==> src/hw/cvs_pkg.sv <==
// Package: offsets, fields, reset values and timing for the converter register pair
package cvs_pkg;
  // Register subaddresses
  localparam logic [7:0] CVS_BB_ADDR      = 8'h19;
  localparam logic [7:0] CVS_RAMP_ADDR    = 8'h1A;
  // Reset values
  localparam logic [7:0] CVS_BB_RESET     = 8'h94;
  localparam logic [7:0] CVS_RAMP_RESET   = 8'h06;
  // Field positions
  localparam int         CVS_BB_PFM_BIT   = 7;
  localparam int         CVS_GO_BIT       = 7;
  localparam int         CVS_BYPASS_BIT   = 6;
  // Writable masks (reserved bits cleared)
  localparam logic [7:0] CVS_BB_WMASK     = 8'hBF;
  localparam logic [7:0] CVS_RAMP_WMASK   = 8'hC7;
  // Voltage code limits
  localparam logic [5:0] CVS_BB_CODE_MAX  = 6'h34;
  localparam logic [5:0] CVS_BB_CODE_RST  = 6'h14;
  // Ramp code for immediate change
  localparam logic [2:0] CVS_RAMP_IMMED   = 3'h7;
  // Clock and timing
  localparam int         CVS_CLK_KHZ      = 10_000;
  localparam int         CVS_BLANK_MS     = 5;
  localparam int         CVS_BLANK_CYC    = CVS_BLANK_MS * CVS_CLK_KHZ;
  // Shortest step of 2.5 us expressed in ns
  localparam int         CVS_STEP_MIN_NS  = 2500;
  localparam int         CVS_STEP_MIN_CYC = CVS_STEP_MIN_NS * CVS_CLK_KHZ / 1_000_000;
  localparam int         CVS_STEP_W       = 11;
  localparam int         CVS_BLANK_W      = 16;
endpackage : cvs_pkg

==> src/hw/cvs_ramp_if.sv <==
// Interface: ramp request and progress between the register bank and step timer
`timescale 1ns/1ps
interface cvs_ramp_if;
  logic       start;     // One-cycle pulse, begin a ramp
  logic [2:0] rate;      // Ramp code, read again at every step
  logic       busy;      // Ramp in progress
  logic       done;      // One-cycle pulse, ramp complete
  modport bank  (output start, output rate, input busy, input done);
  modport timer (input start, input rate, output busy, output done);
endinterface : cvs_ramp_if

==> src/hw/cvs_regs.sv <==
// Buck-boost control and ramp control registers with blanking and ramp sequencing
// How it works
// - Buck-boost register at 0x19, reset 0x94
// - Buck-boost writes land only while unlocked by password
// - Any landed buck-boost write blanks monitors 5 ms
// - Power-up voltage code follows resistor select
// - Bit 7 chooses light-load pulse mode
// - Bits 5:0 hold voltage code, reset 14h
// - Ramp register at 0x1A, reset 0x06
// - Ramp limiting only for first two bucks
// - Commit starts ramp, self-clears at end
// - Bypass starts ramp on a core write while no ramp runs
// - Ramp codes set step time, 7 immediate
`timescale 1ns/1ps
module cvs_regs
  import cvs_pkg::*;
#(
  parameter int BLANK_CYC = cvs_pkg::CVS_BLANK_CYC  // Blanking length, shorten in simulation
) (
  // Clock and reset
  input  wire logic       REF_CLK,
  input  wire logic       RSTN,
  // Register access from the serial engine
  input  wire logic       WR_EN,
  input  wire logic       RD_EN,
  input  wire logic [7:0] ADDR,
  input  wire logic [7:0] WDATA,
  output logic      [7:0] RDATA,
  // Password state and core buck writes
  input  wire logic       UNLOCKED,
  input  wire logic       CORE_CODE_WR,
  input  wire logic [7:0] CORE_STEPS,
  // Power-up strap from the resistor select pin
  input  wire logic       RESISTOR_DEFAULT_SELECT,
  input  wire logic [5:0] STRAP_ALT_CODE,
  // Controls to the converters
  output logic            BUCKBOOST_PFM,
  output logic      [5:0] BUCKBOOST_CODE,
  output logic            BUCKBOOST_MON_BLANK,
  output logic            CORE_RAMP_ACTIVE,
  output logic            CORE_APPLY
);
  import cvs_pkg::*;

  // Ramp handshake between the bank and the step timer
  cvs_ramp_if rp ();

  // Strap capture
  logic [1:0]             strap_sync_q;            // Strap synchroniser
  logic [1:0]             settle_q;                // Both sync stages loaded
  logic                   strap_done_q, strap_done_d;
  // Register fields
  logic                   bb_pfm_q, bb_pfm_d;      // Light-load enable
  logic [5:0]             bb_code_q, bb_code_d;    // Buck-boost voltage code
  logic                   go_q, go_d;              // Commit bit
  logic                   byp_q, byp_d;            // Commit bypass bit
  logic [2:0]             rate_q, rate_d;          // Ramp code
  // Monitor blanking
  logic [CVS_BLANK_W-1:0] blank_q, blank_d;        // Blanking counter
  logic                   blank_on_q, blank_on_d;  // Registered blank flag
  // One-cycle pulses toward the timer and the core bucks, and held read data
  logic                   start_q, start_d;        // Ramp start pulse
  logic                   apply_q, apply_d;        // Apply pulse to core bucks
  logic [7:0]             rdata_q, rdata_d;        // Read data

  // Address match used by both write and read paths
  // Kept as a function so the two decoders can never drift apart
  function automatic logic hit(input logic [7:0] a, input logic [7:0] r);
    hit = (a == r);
  endfunction : hit

  // Strap pin crosses in through two flops; only the second stage is read.
  // The settle marks run beside them so the strap is taken once both
  // stages hold the pin, never while they still hold the reset zeros.
  always_ff @(posedge REF_CLK or negedge RSTN) begin
    if (!RSTN) begin
      strap_sync_q <= 2'b00;
      settle_q     <= 2'b00;
    end else begin
      strap_sync_q <= {strap_sync_q[0], RESISTOR_DEFAULT_SELECT};
      settle_q     <= {settle_q[0], 1'b1};
    end
  end

  // Next values of the register bank
  // Later branches override earlier ones, which sets every priority below
  always_comb begin
    logic wr_bb;
    logic wr_rp;
    // Decoded strobes; the password gates only the buck-boost register
    wr_bb        = WR_EN && UNLOCKED && hit(ADDR, CVS_BB_ADDR);
    wr_rp        = WR_EN && hit(ADDR, CVS_RAMP_ADDR);
    // Strap window closes for good once the settle marks are full
    strap_done_d = strap_done_q | settle_q[1];
    // Everything else holds by default; the pulses fall back to zero
    bb_pfm_d     = bb_pfm_q;
    bb_code_d    = bb_code_q;
    go_d         = go_q;
    byp_d        = byp_q;
    rate_d       = rate_q;
    start_d      = 1'b0;
    apply_d      = 1'b0;
    blank_d      = blank_q;
    rdata_d      = rdata_q;
    // Strap taken once, on the first edge after both sync stages settle;
    // a write in that same cycle still wins, as it is applied further down
    if (!strap_done_q && settle_q[1] && strap_sync_q[1]) begin
      bb_code_d = STRAP_ALT_CODE;
    end
    // Blanking countdown, one step per clock
    if (blank_q != '0) begin
      blank_d = blank_q - CVS_BLANK_W'(1);
    end
    // Buck-boost write: only while the password is satisfied
    if (wr_bb) begin
      bb_pfm_d  = WDATA[CVS_BB_PFM_BIT];
      bb_code_d = WDATA[5:0];
      // Every landed write restarts the full blanking span
      blank_d   = CVS_BLANK_W'(BLANK_CYC);
    end
    // End of transition clears commit and applies the set-point;
    // placed before the write so a new commit in the same cycle wins
    if (rp.done) begin
      go_d    = 1'b0;
      apply_d = 1'b1;
    end
    // Ramp register write is not password gated
    if (wr_rp) begin
      byp_d  = WDATA[CVS_BYPASS_BIT];
      rate_d = WDATA[2:0];
      // Commit while a ramp runs is dropped rather than queued
      if (WDATA[CVS_GO_BIT] && !rp.busy) begin
        go_d    = 1'b1;
        start_d = 1'b1;
      end
    end
    // Bypass: a core code write launches the ramp by itself
    if (byp_q && CORE_CODE_WR && !rp.busy && !start_q) begin
      start_d = 1'b1;
    end
    // Blank flag follows the counter's next value, so it stays a flop output
    blank_on_d = (blank_d != '0);
    // Read mux, reserved bits zero
    // Data is registered here and stands until the next read strobe
    if (RD_EN) begin
      if (hit(ADDR, CVS_BB_ADDR)) begin
        rdata_d = {bb_pfm_q, 1'b0, bb_code_q} & CVS_BB_WMASK;
      end else if (hit(ADDR, CVS_RAMP_ADDR)) begin
        // Commit reads back high until the ramp ends
        rdata_d = {go_q, byp_q, 3'b000, rate_q} & CVS_RAMP_WMASK;
      end else begin
        // Unmapped subaddress reads as zero
        rdata_d = 8'h00;
      end
    end
  end

  // Register bank flops
  // Reset values come from the package; a strap override lands a few
  // edges later, once the synchroniser has settled
  always_ff @(posedge REF_CLK or negedge RSTN) begin
    if (!RSTN) begin
      strap_done_q <= 1'b0;
      bb_pfm_q     <= CVS_BB_RESET[CVS_BB_PFM_BIT];
      bb_code_q    <= CVS_BB_RESET[5:0];
      go_q         <= CVS_RAMP_RESET[CVS_GO_BIT];
      byp_q        <= CVS_RAMP_RESET[CVS_BYPASS_BIT];
      rate_q       <= CVS_RAMP_RESET[2:0];
      blank_q      <= '0;
      blank_on_q   <= 1'b0;
      start_q      <= 1'b0;
      apply_q      <= 1'b0;
      rdata_q      <= 8'h00;
    end else begin
      strap_done_q <= strap_done_d;
      bb_pfm_q     <= bb_pfm_d;
      bb_code_q    <= bb_code_d;
      go_q         <= go_d;
      byp_q        <= byp_d;
      rate_q       <= rate_d;
      blank_q      <= blank_d;
      blank_on_q   <= blank_on_d;
      start_q      <= start_d;
      apply_q      <= apply_d;
      rdata_q      <= rdata_d;
    end
  end

  // Ramp timing only paces the two core bucks; buck-boost code goes straight out
  // The third buck lives outside this block and takes no ramp either
  assign rp.start = start_q;
  assign rp.rate  = rate_q;

  // Step timer; the core step count is sampled once, when the ramp starts
  cvs_ramp_timer u_timer (
    .clk   (REF_CLK),
    .rst_n (RSTN),
    .steps (CORE_STEPS),
    .rp    (rp)
  );

  // Output flops
  // Busy is registered again so the active flag is a clean flop output,
  // at the cost of one cycle of lag behind the timer
  logic ramp_q;  // Registered busy
  always_ff @(posedge REF_CLK or negedge RSTN) begin
    if (!RSTN) begin
      ramp_q <= 1'b0;
    end else begin
      ramp_q <= rp.busy;
    end
  end

  // Top outputs, each straight from a flop
  assign RDATA               = rdata_q;
  assign BUCKBOOST_PFM       = bb_pfm_q;
  assign BUCKBOOST_CODE      = bb_code_q;
  assign BUCKBOOST_MON_BLANK = blank_on_q;
  assign CORE_RAMP_ACTIVE    = ramp_q;
  assign CORE_APPLY          = apply_q;
endmodule : cvs_regs

==> src/hw/cvs_ramp_timer.sv <==
// Step timer that paces a ramped voltage change of the two core bucks
`timescale 1ns/1ps
module cvs_ramp_timer
  import cvs_pkg::*;
(
  // Clock and reset
  input  wire logic   clk,
  input  wire logic   rst_n,
  // Step count of the requested transition
  input  wire logic [7:0] steps,
  // Ramp port
  cvs_ramp_if.timer   rp
);
  typedef enum logic [0:0] {CVS_IDLE = 1'b0, CVS_RUN = 1'b1} cvs_tst_t;
  cvs_tst_t                 st_q, st_d;      // Timer state
  logic [CVS_STEP_W-1:0]    tick_q, tick_d;  // Cycles left in this step
  logic [7:0]               left_q, left_d;  // Steps left
  logic                     done_q, done_d;  // Completion pulse

  // Step length in cycles: 2.5 us base doubled per code below 6
  function automatic logic [CVS_STEP_W-1:0] step_len(input logic [2:0] code);
    logic [CVS_STEP_W-1:0] base;
    base     = CVS_STEP_W'(CVS_STEP_MIN_CYC);
    step_len = base << (3'd6 - code);
  endfunction : step_len

  // Next-state logic
  always_comb begin
    st_d   = st_q;
    tick_d = tick_q;
    left_d = left_q;
    done_d = 1'b0;
    unique case (st_q)
      CVS_IDLE: begin
        if (rp.start) begin
          // Immediate code or no distance finishes at once
          if (rp.rate == CVS_RAMP_IMMED || steps == 8'h00) begin
            done_d = 1'b1;
          end else begin
            st_d   = CVS_RUN;
            tick_d = step_len(rp.rate) - CVS_STEP_W'(1);
            left_d = steps;
          end
        end
      end
      CVS_RUN: begin
        if (tick_q != '0) begin
          tick_d = tick_q - CVS_STEP_W'(1);
        end else if (left_q == 8'h01) begin
          st_d   = CVS_IDLE;
          done_d = 1'b1;
        end else begin
          left_d = left_q - 8'h01;
          tick_d = step_len(rp.rate) - CVS_STEP_W'(1);
        end
      end
    endcase
  end

  // State registers
  always_ff @(posedge clk or negedge rst_n) begin
    if (!rst_n) begin
      st_q   <= CVS_IDLE;
      tick_q <= '0;
      left_q <= 8'h00;
      done_q <= 1'b0;
    end else begin
      st_q   <= st_d;
      tick_q <= tick_d;
      left_q <= left_d;
      done_q <= done_d;
    end
  end

  assign rp.busy = (st_q == CVS_RUN);
  assign rp.done = done_q;
endmodule : cvs_ramp_timer

==> config.mk <==
export PLATFORM = sky130hd
export DESIGN_NAME = cvs_regs
export DESIGN_NICKNAME = d
export VERILOG_FILES = /design/src/hw/cvs_pkg.sv /design/src/hw/cvs_ramp_if.sv /design/src/hw/cvs_regs.sv /design/src/hw/cvs_ramp_timer.sv
export SDC_FILE = /design/constraint.sdc
export NUM_CORES = 1
export LEC_CHECK = 0
export ABC_AREA = 1
export BUFFER_PORTS_ARGS = -buffer_cell sky130_fd_sc_hd__buf_2
export CORE_UTILIZATION = 52
export DETAILED_ROUTE_END_ITERATION = 6
export GPL_TIMING_DRIVEN = 0
export HOLD_SLACK_MARGIN = 0.03
export MAX_ROUTING_LAYER = met4
export PLACE_DENSITY = 0.73
export RECOVER_POWER = 50
export REMOVE_ABC_BUFFERS = 1
export SLEW_MARGIN = 20
export SYNTH_ARGS = -nofsm -noshare
export SYNTH_HDL_FRONTEND = slang
export SYNTH_SLANG_ARGS = --single-unit
==> constraint.sdc <==
create_clock -name REF_CLK -period 3.03 [get_ports REF_CLK]
set_input_delay 0.606 -clock REF_CLK [delete_from_list [all_inputs] [get_ports REF_CLK]]
set_output_delay 0.606 -clock REF_CLK [all_outputs]
set_load 0.005 [all_outputs]
# [Word-level counts from Yosys, hierarchy flattened]
# Index checks and enable logic that the tools add are counted.
# Widths: inputs -> output; s select.
[word_totals] output_inout_bits=18 ff_bits=66 elab_cells=88
[op_classes] n_eq_ne=9 mux=33 reduce_logical=20 bitwise_logic=2 shifts=1 addsub=5
[op_table] operator="$mux 8" n=6
[op_table] operator="$mux 11" n=4
[op_table] operator="$mux 16" n=2
[op_table] operator="$reduce_bool 16->1" n=2
[op_table] operator="$pmux 11 s2" n=1
[op_table] operator="$sub 11x1->11 const B" n=2
[op_table] operator="$eq 8x5->1 const B" n=2
[op_table] operator="$pmux 8 s2" n=1
[op_table] operator="$sub 16x1->16 const B" n=1
[op_table] operator="$mux 1" n=15
[op_table] operator="$mux 6" n=2
[op_table] operator="$reduce_bool 11->1" n=1
[op_table] operator="$shl 5x3->11 const A" n=1
[op_table] operator="$logic_and 1x1->1" n=9
[op_table] operator="$eq 8x1->1 const B" n=1
[op_table] operator="$logic_not 8->1" n=1
[op_table] operator="$ne 2x2->1 const B" n=4
[op_table] operator="$sub 8x1->8 const B" n=1
[op_table] operator="$pmux 1 s2" n=2
[op_table] operator="$reduce_and 4->1" n=1
[op_table] operator="$eq 3x3->1 const B" n=1
[op_table] operator="$logic_not 1->1" n=3
[op_table] operator="$ne 3x3->1 const B" n=1
[op_table] operator="$reduce_and 3->1" n=1
[op_table] operator="other kinds (5)" n=5

# [Logic depth before layout (Yosys ltp)]
[logic_depth] word_depth=6 depth_mapped=15 depth_no_buf=15

# [Cells and area by module]
# From an unflattened synthesis, not the netlist that was laid out.
[unflattened] hier_cells=566 area_unflattened_um2=4152.7
[by_module_without_submodules] module="cvs_regs" cells_each=281 area_each_um2=2347.3 n_inst=1
[by_module_without_submodules] module="cvs_ramp_timer" cells_each=285 area_each_um2=1805.5 n_inst=1

# [Least setup slack after synthesis]
# Ideal clock, no wire load.
[synth_path] kind="reg2reg" startpoint="register rate_q[1]" endpoint="register u_timer.tick_q[4]" path_slack_ns=1.128 t_required_ns=2.900 arrival_time_ns=1.772 n_path_buf=0 path_stages_with_launch=14 path_cell_list="dfstp_2 ha_1 nand2_1 nand2_2 inv_1 nor2_1 inv_1 ha_1 nand2_1 inv_1 nor2_1 o21ai_0 o211ai_1 o21ai_0"
[synth_between] elab_chain_len=6 elab_cells_between_ends=12
[synth_rtl] element="start: declaration" line="cvs_regs.sv:57" rtl="logic [2:0] rate_q, rate_d;"
[synth_rtl] element="start signal: assignment" line="cvs_regs.sv:168" rtl="rate_q <= CVS_RAMP_RESET[2:0];"
[synth_rtl] element="start signal: assignment" line="cvs_regs.sv:180" rtl="rate_q <= rate_d;"
[synth_rtl] element="$sub 3x3->3" line="cvs_ramp_timer.sv:24" rtl="step_len = base << (3'd6 - code);"
[synth_rtl] element="$shl 5x3->11" line="cvs_ramp_timer.sv:24"
[synth_rtl] element="$sub 11x1->11" line="cvs_ramp_timer.sv:41, cvs_ramp_timer.sv:54"
[synth_rtl] element="$mux 11 (on tied branches)" line="cvs_ramp_timer.sv:49, cvs_ramp_timer.sv:37"
[synth_rtl] element="$mux 11 (on tied branches)" line="cvs_ramp_timer.sv:47, cvs_ramp_timer.sv:35"
[synth_rtl] element="$pmux 11 s2" line="cvs_ramp_timer.sv:33" rtl="unique case (st_q)"
[synth_rtl] element="end signal: assignment" line="cvs_ramp_timer.sv:69" rtl="tick_q <= tick_d;"
[synth_rtl] element="end: declaration" line="cvs_ramp_timer.sv:16" rtl="logic [CVS_STEP_W-1:0] tick_q, tick_d;"
# Several ways; a longest one is shown, not always the timed one. The select of a mux whose other input is x is not followed.
# A chain may end at the register's enable or synchronous reset.

# [Worst setup path in the final report]
[layout_path] startpoint="input ADDR[5]" endpoint="register blank_on_q (netlist: BUCKBOOST_MON_BLANK)"
[layout_between] elab_chain_len=4
[layout_rtl] element="start: declaration" line="cvs_regs.sv:26" rtl="input wire logic [7:0] ADDR,"
[layout_rtl] element="$eq 8x5->1" line="cvs_regs.sv:69" rtl="hit = (a == r);"
[layout_rtl] element="$logic_and 1x1->1" line="cvs_regs.sv:91" rtl="wr_bb = WR_EN && UNLOCKED && hit(ADDR, CVS_BB_ADDR);"
[layout_rtl] element="$mux 16" line="cvs_regs.sv:115" rtl="if (wr_bb) begin"
[layout_rtl] element="$reduce_bool 16->1" line="cvs_regs.sv:142" rtl="blank_on_d = (blank_d != '0);"
[layout_rtl] element="net blank_on_d" line="cvs_regs.sv:60" rtl="logic blank_on_q, blank_on_d;"
[layout_rtl] element="end signal: assignment" line="cvs_regs.sv:182" rtl="blank_on_q <= blank_on_d;"
[layout_rtl] element="end: declaration" line="cvs_regs.sv:60"
# The timed path passes the listed nets, and every way through them passes these cells.

==> reports/metrics.cfg <==
[run_status]
outcome=finished, violations left
violations=capacitance limit, slew limit

[cells_and_area]
fin_util_pct=61.0
layout_common_cells=nand2_1 (134), inv_1 (77), nor2_1 (74)
finalNetCount=634
drive_above_1_share_pct=15.6
multi_input_area_um2=1860
regArea_um2=1660
fin_area_um2=4430
n_fill_cell=648
areaGrowthSynthToFinish_pct=13.5
antenna_cells=0
final_common_cell=nand2_1

[setup_path]
crit_fanout=24
critPathLaunch=ADDR[5]
start_kind=primary input
r2r-start=rate_q[0]
rrSetupSlack_ns=0.85
endpoint_kind=flip-flop
crit_required_ns=3.26
critical_path_class=primary input to flip-flop
timing.rr.end=u_timer.tick_q[4]
critPathCapture=BUCKBOOST_MON_BLANK
worst_r2r_path_depth=14
crit_arrival_ns=2.76

[synthesis]
yosysTopAreaCellShare_pct=39.2
synth.cell_area_um2=3900
synth_warnings=0
netlist_instances=530
synth_top_area_cell=dfrtp_1
yosys-top-cells-area=dfrtp_1 (39%), nand2_1 (13%), inv_1 (7.4%)
synth.distinct_cells=38
syn_avg_cell_area_um2=7.35
seq_area_frac_synth_pct=42.5
ys_seq_elements=66

[power_and_ir_drop]
p_leak_uw=0.00226
power_uw=2120
power.density_nw_per_um2=479
peakVddDrop_uv=417

[route]
routedWlPerCell_um=12.3
drt_pass1_iterations=4
wirelength_um=8460
vias_per_cell=5.08
remaining_drc_errors=0
vias=3504
final_antenna_net_count=0
drtIter0Drc=242

[global_route]
grt_antenna_before_repair=0
grt_pass1_wl_um=14300
grt_max_degree=35
grt_pass1_vias=3184
grt_overflow=0
grt_use_total_pct=24.5

[timing]
drv_slew=34
finalWorstSetupSlack_ns=0.494
tightest_slew_ns=1.69
fin_crit_sh_pct=83.7
setup_violations=0
clock_skew_ns=0.0121
rsz0062_at_grt=no
finalCriticalPeriod_ns=2.54
fmax_ghz=0.394
slew_headroom_pct=-12.7
hold_viol_final=0
finalSetupTns_ns=0

[cts]
hold_buffers=0
post_cts_buffers=0
cts_num_sinks=66
htreeDepth=3
clk_pin_slew_ns=0.08
cts_tree=built
clkLatencyLatePin_ns=0.35
clock_path_buffers=2
cts_buffers=9
root_buffer=clkbuf_8
cts_resized=0

[placed_design]
dp_hpwl_um=6180
port-buffer-count=54
dpl_cell_area_um2=4240
place_congestion=0.934
pre_cts_ws_ns=0.0931

[floorplanning]
core_area_um2=7250
die_area_um2=7850
start_util_pct=53.7
io_pins=55
rows=31
die_h_um=88.6
die_w_um=88.6

[run]
maxCapViolCount=1

[hold_path]
hp-class=flip-flop to flip-flop

## worst min path at each step
stage / startpoint / endpoint / slack (ns) / depth (start not counted)
2_1_floorplan: RSTN / BUCKBOOST_CODE[0] / 0.31 / 0
3_3_place_gp: settle_q[0] / settle_q[1] / 0.33 / 0
3_5_place_dp: settle_q[0] / settle_q[1] / 0.34 / 0
4_1_cts: RSTN / RDATA[4] / 0.19 / 1
5_1_grt: RESISTOR_DEFAULT_SELECT / strap_sync_q[0] / 0.34 / 1
6_report: settle_q[0] / settle_q[1] / 0.35 / 0
## power by group
part	switching, uW	internal, uW
Clock	369	387
Sequential	68.5	953
Combinational	215	126
## area by class of cell
type                    count  share of cell area [%]
clock inverters             7                    1.75
repair buffers             55                    6.19
flip-flops and latches     66                    37.5
inverters                  81                    6.87
well taps                  99                    2.80
clock buffers               9                    2.80
multi-input cells         373                    42.1
## cell families (layout without fill, tap and decap cells)
| family | count (synthesis) | after routing | synth area share (%) |
|---|---|---|---|
| compound gates | 81 | 81 | 12.3 |
| xor+xnor | 14 | 14 | 3.15 |
| fa+ha+maj | 11 | 11 | 3.53 |
| buf+inv | 91 | 152 | 9.63 |
| flops | 66 | 66 | 42.5 |
| other cells | 1 | 1 | 0.0962 |
| simple gates | 266 | 266 | 28.8 |
## worst max-delay path, cell delays in order
cell	delay, ns
buf_2	0.10
inv_1	0.04
nand2_1	0.04
nor3_1	0.26
nand3_1	0.71
inv_1	0.58
o21ai_0	0.16
nor2_1	0.17
nand3_1	0.10
## registers in the layout, indices dropped and copies added, names as in the netlist, 2 cells and up
signal / count
blank_q: 16
u_timer.tick_q: 11
RDATA: 8
BUCKBOOST_CODE: 6
strap_sync_q: 2
u_timer.left_q: 8
settle_q: 2
rate_q: 3
## per-stage QoR
step	instances	hold WS [ns]
2_1_floorplan	520	0.310
3_3_place_gp	673	0.334
3_5_place_dp	674	0.340
4_1_cts	690	0.190
5_1_grt	690	0.344
6_report	690	0.354
## cells in the mapped netlist
cell	number
nand2_1	134
inv_1	77
nor2_1	74
dfrtp_1	61
o21ai_0	43
nand3_1	33
ha_1	11
xor2_1	11
o211ai_1	9
a21oi_1	6
nor3_1	6
dfstp_2	5
nand4_1	5
o21ai_1	5
o21a_1	4
o221ai_1	4
o31ai_1	4
buf_2	3
buf_6	3
inv_2	3
nor2_2	3
xnor2_1	3
a31oi_1	2
buf_4	2
clkbuf_1	2
nand2_2	2
nor2_4	2
o21ai_2	2
or2_2	2
a22oi_1	1
and2_1	1
and3_1	1
clkinv_1	1
conb_1	1
nand3_2	1
nor3_2	1
nor3_4	1
o21bai_1	1
## per-layer routing
layer  global-route usage, %  part of all wire, %  up-vias
met3                    6.72                  5.1        6
met1                    33.0                   50     1609
met5                       -                    0        -
li1                        -                    -     1798
met4                    6.60                 0.85        0
met2                    36.4                   44       91
Power figures use the tool's default switching activity.
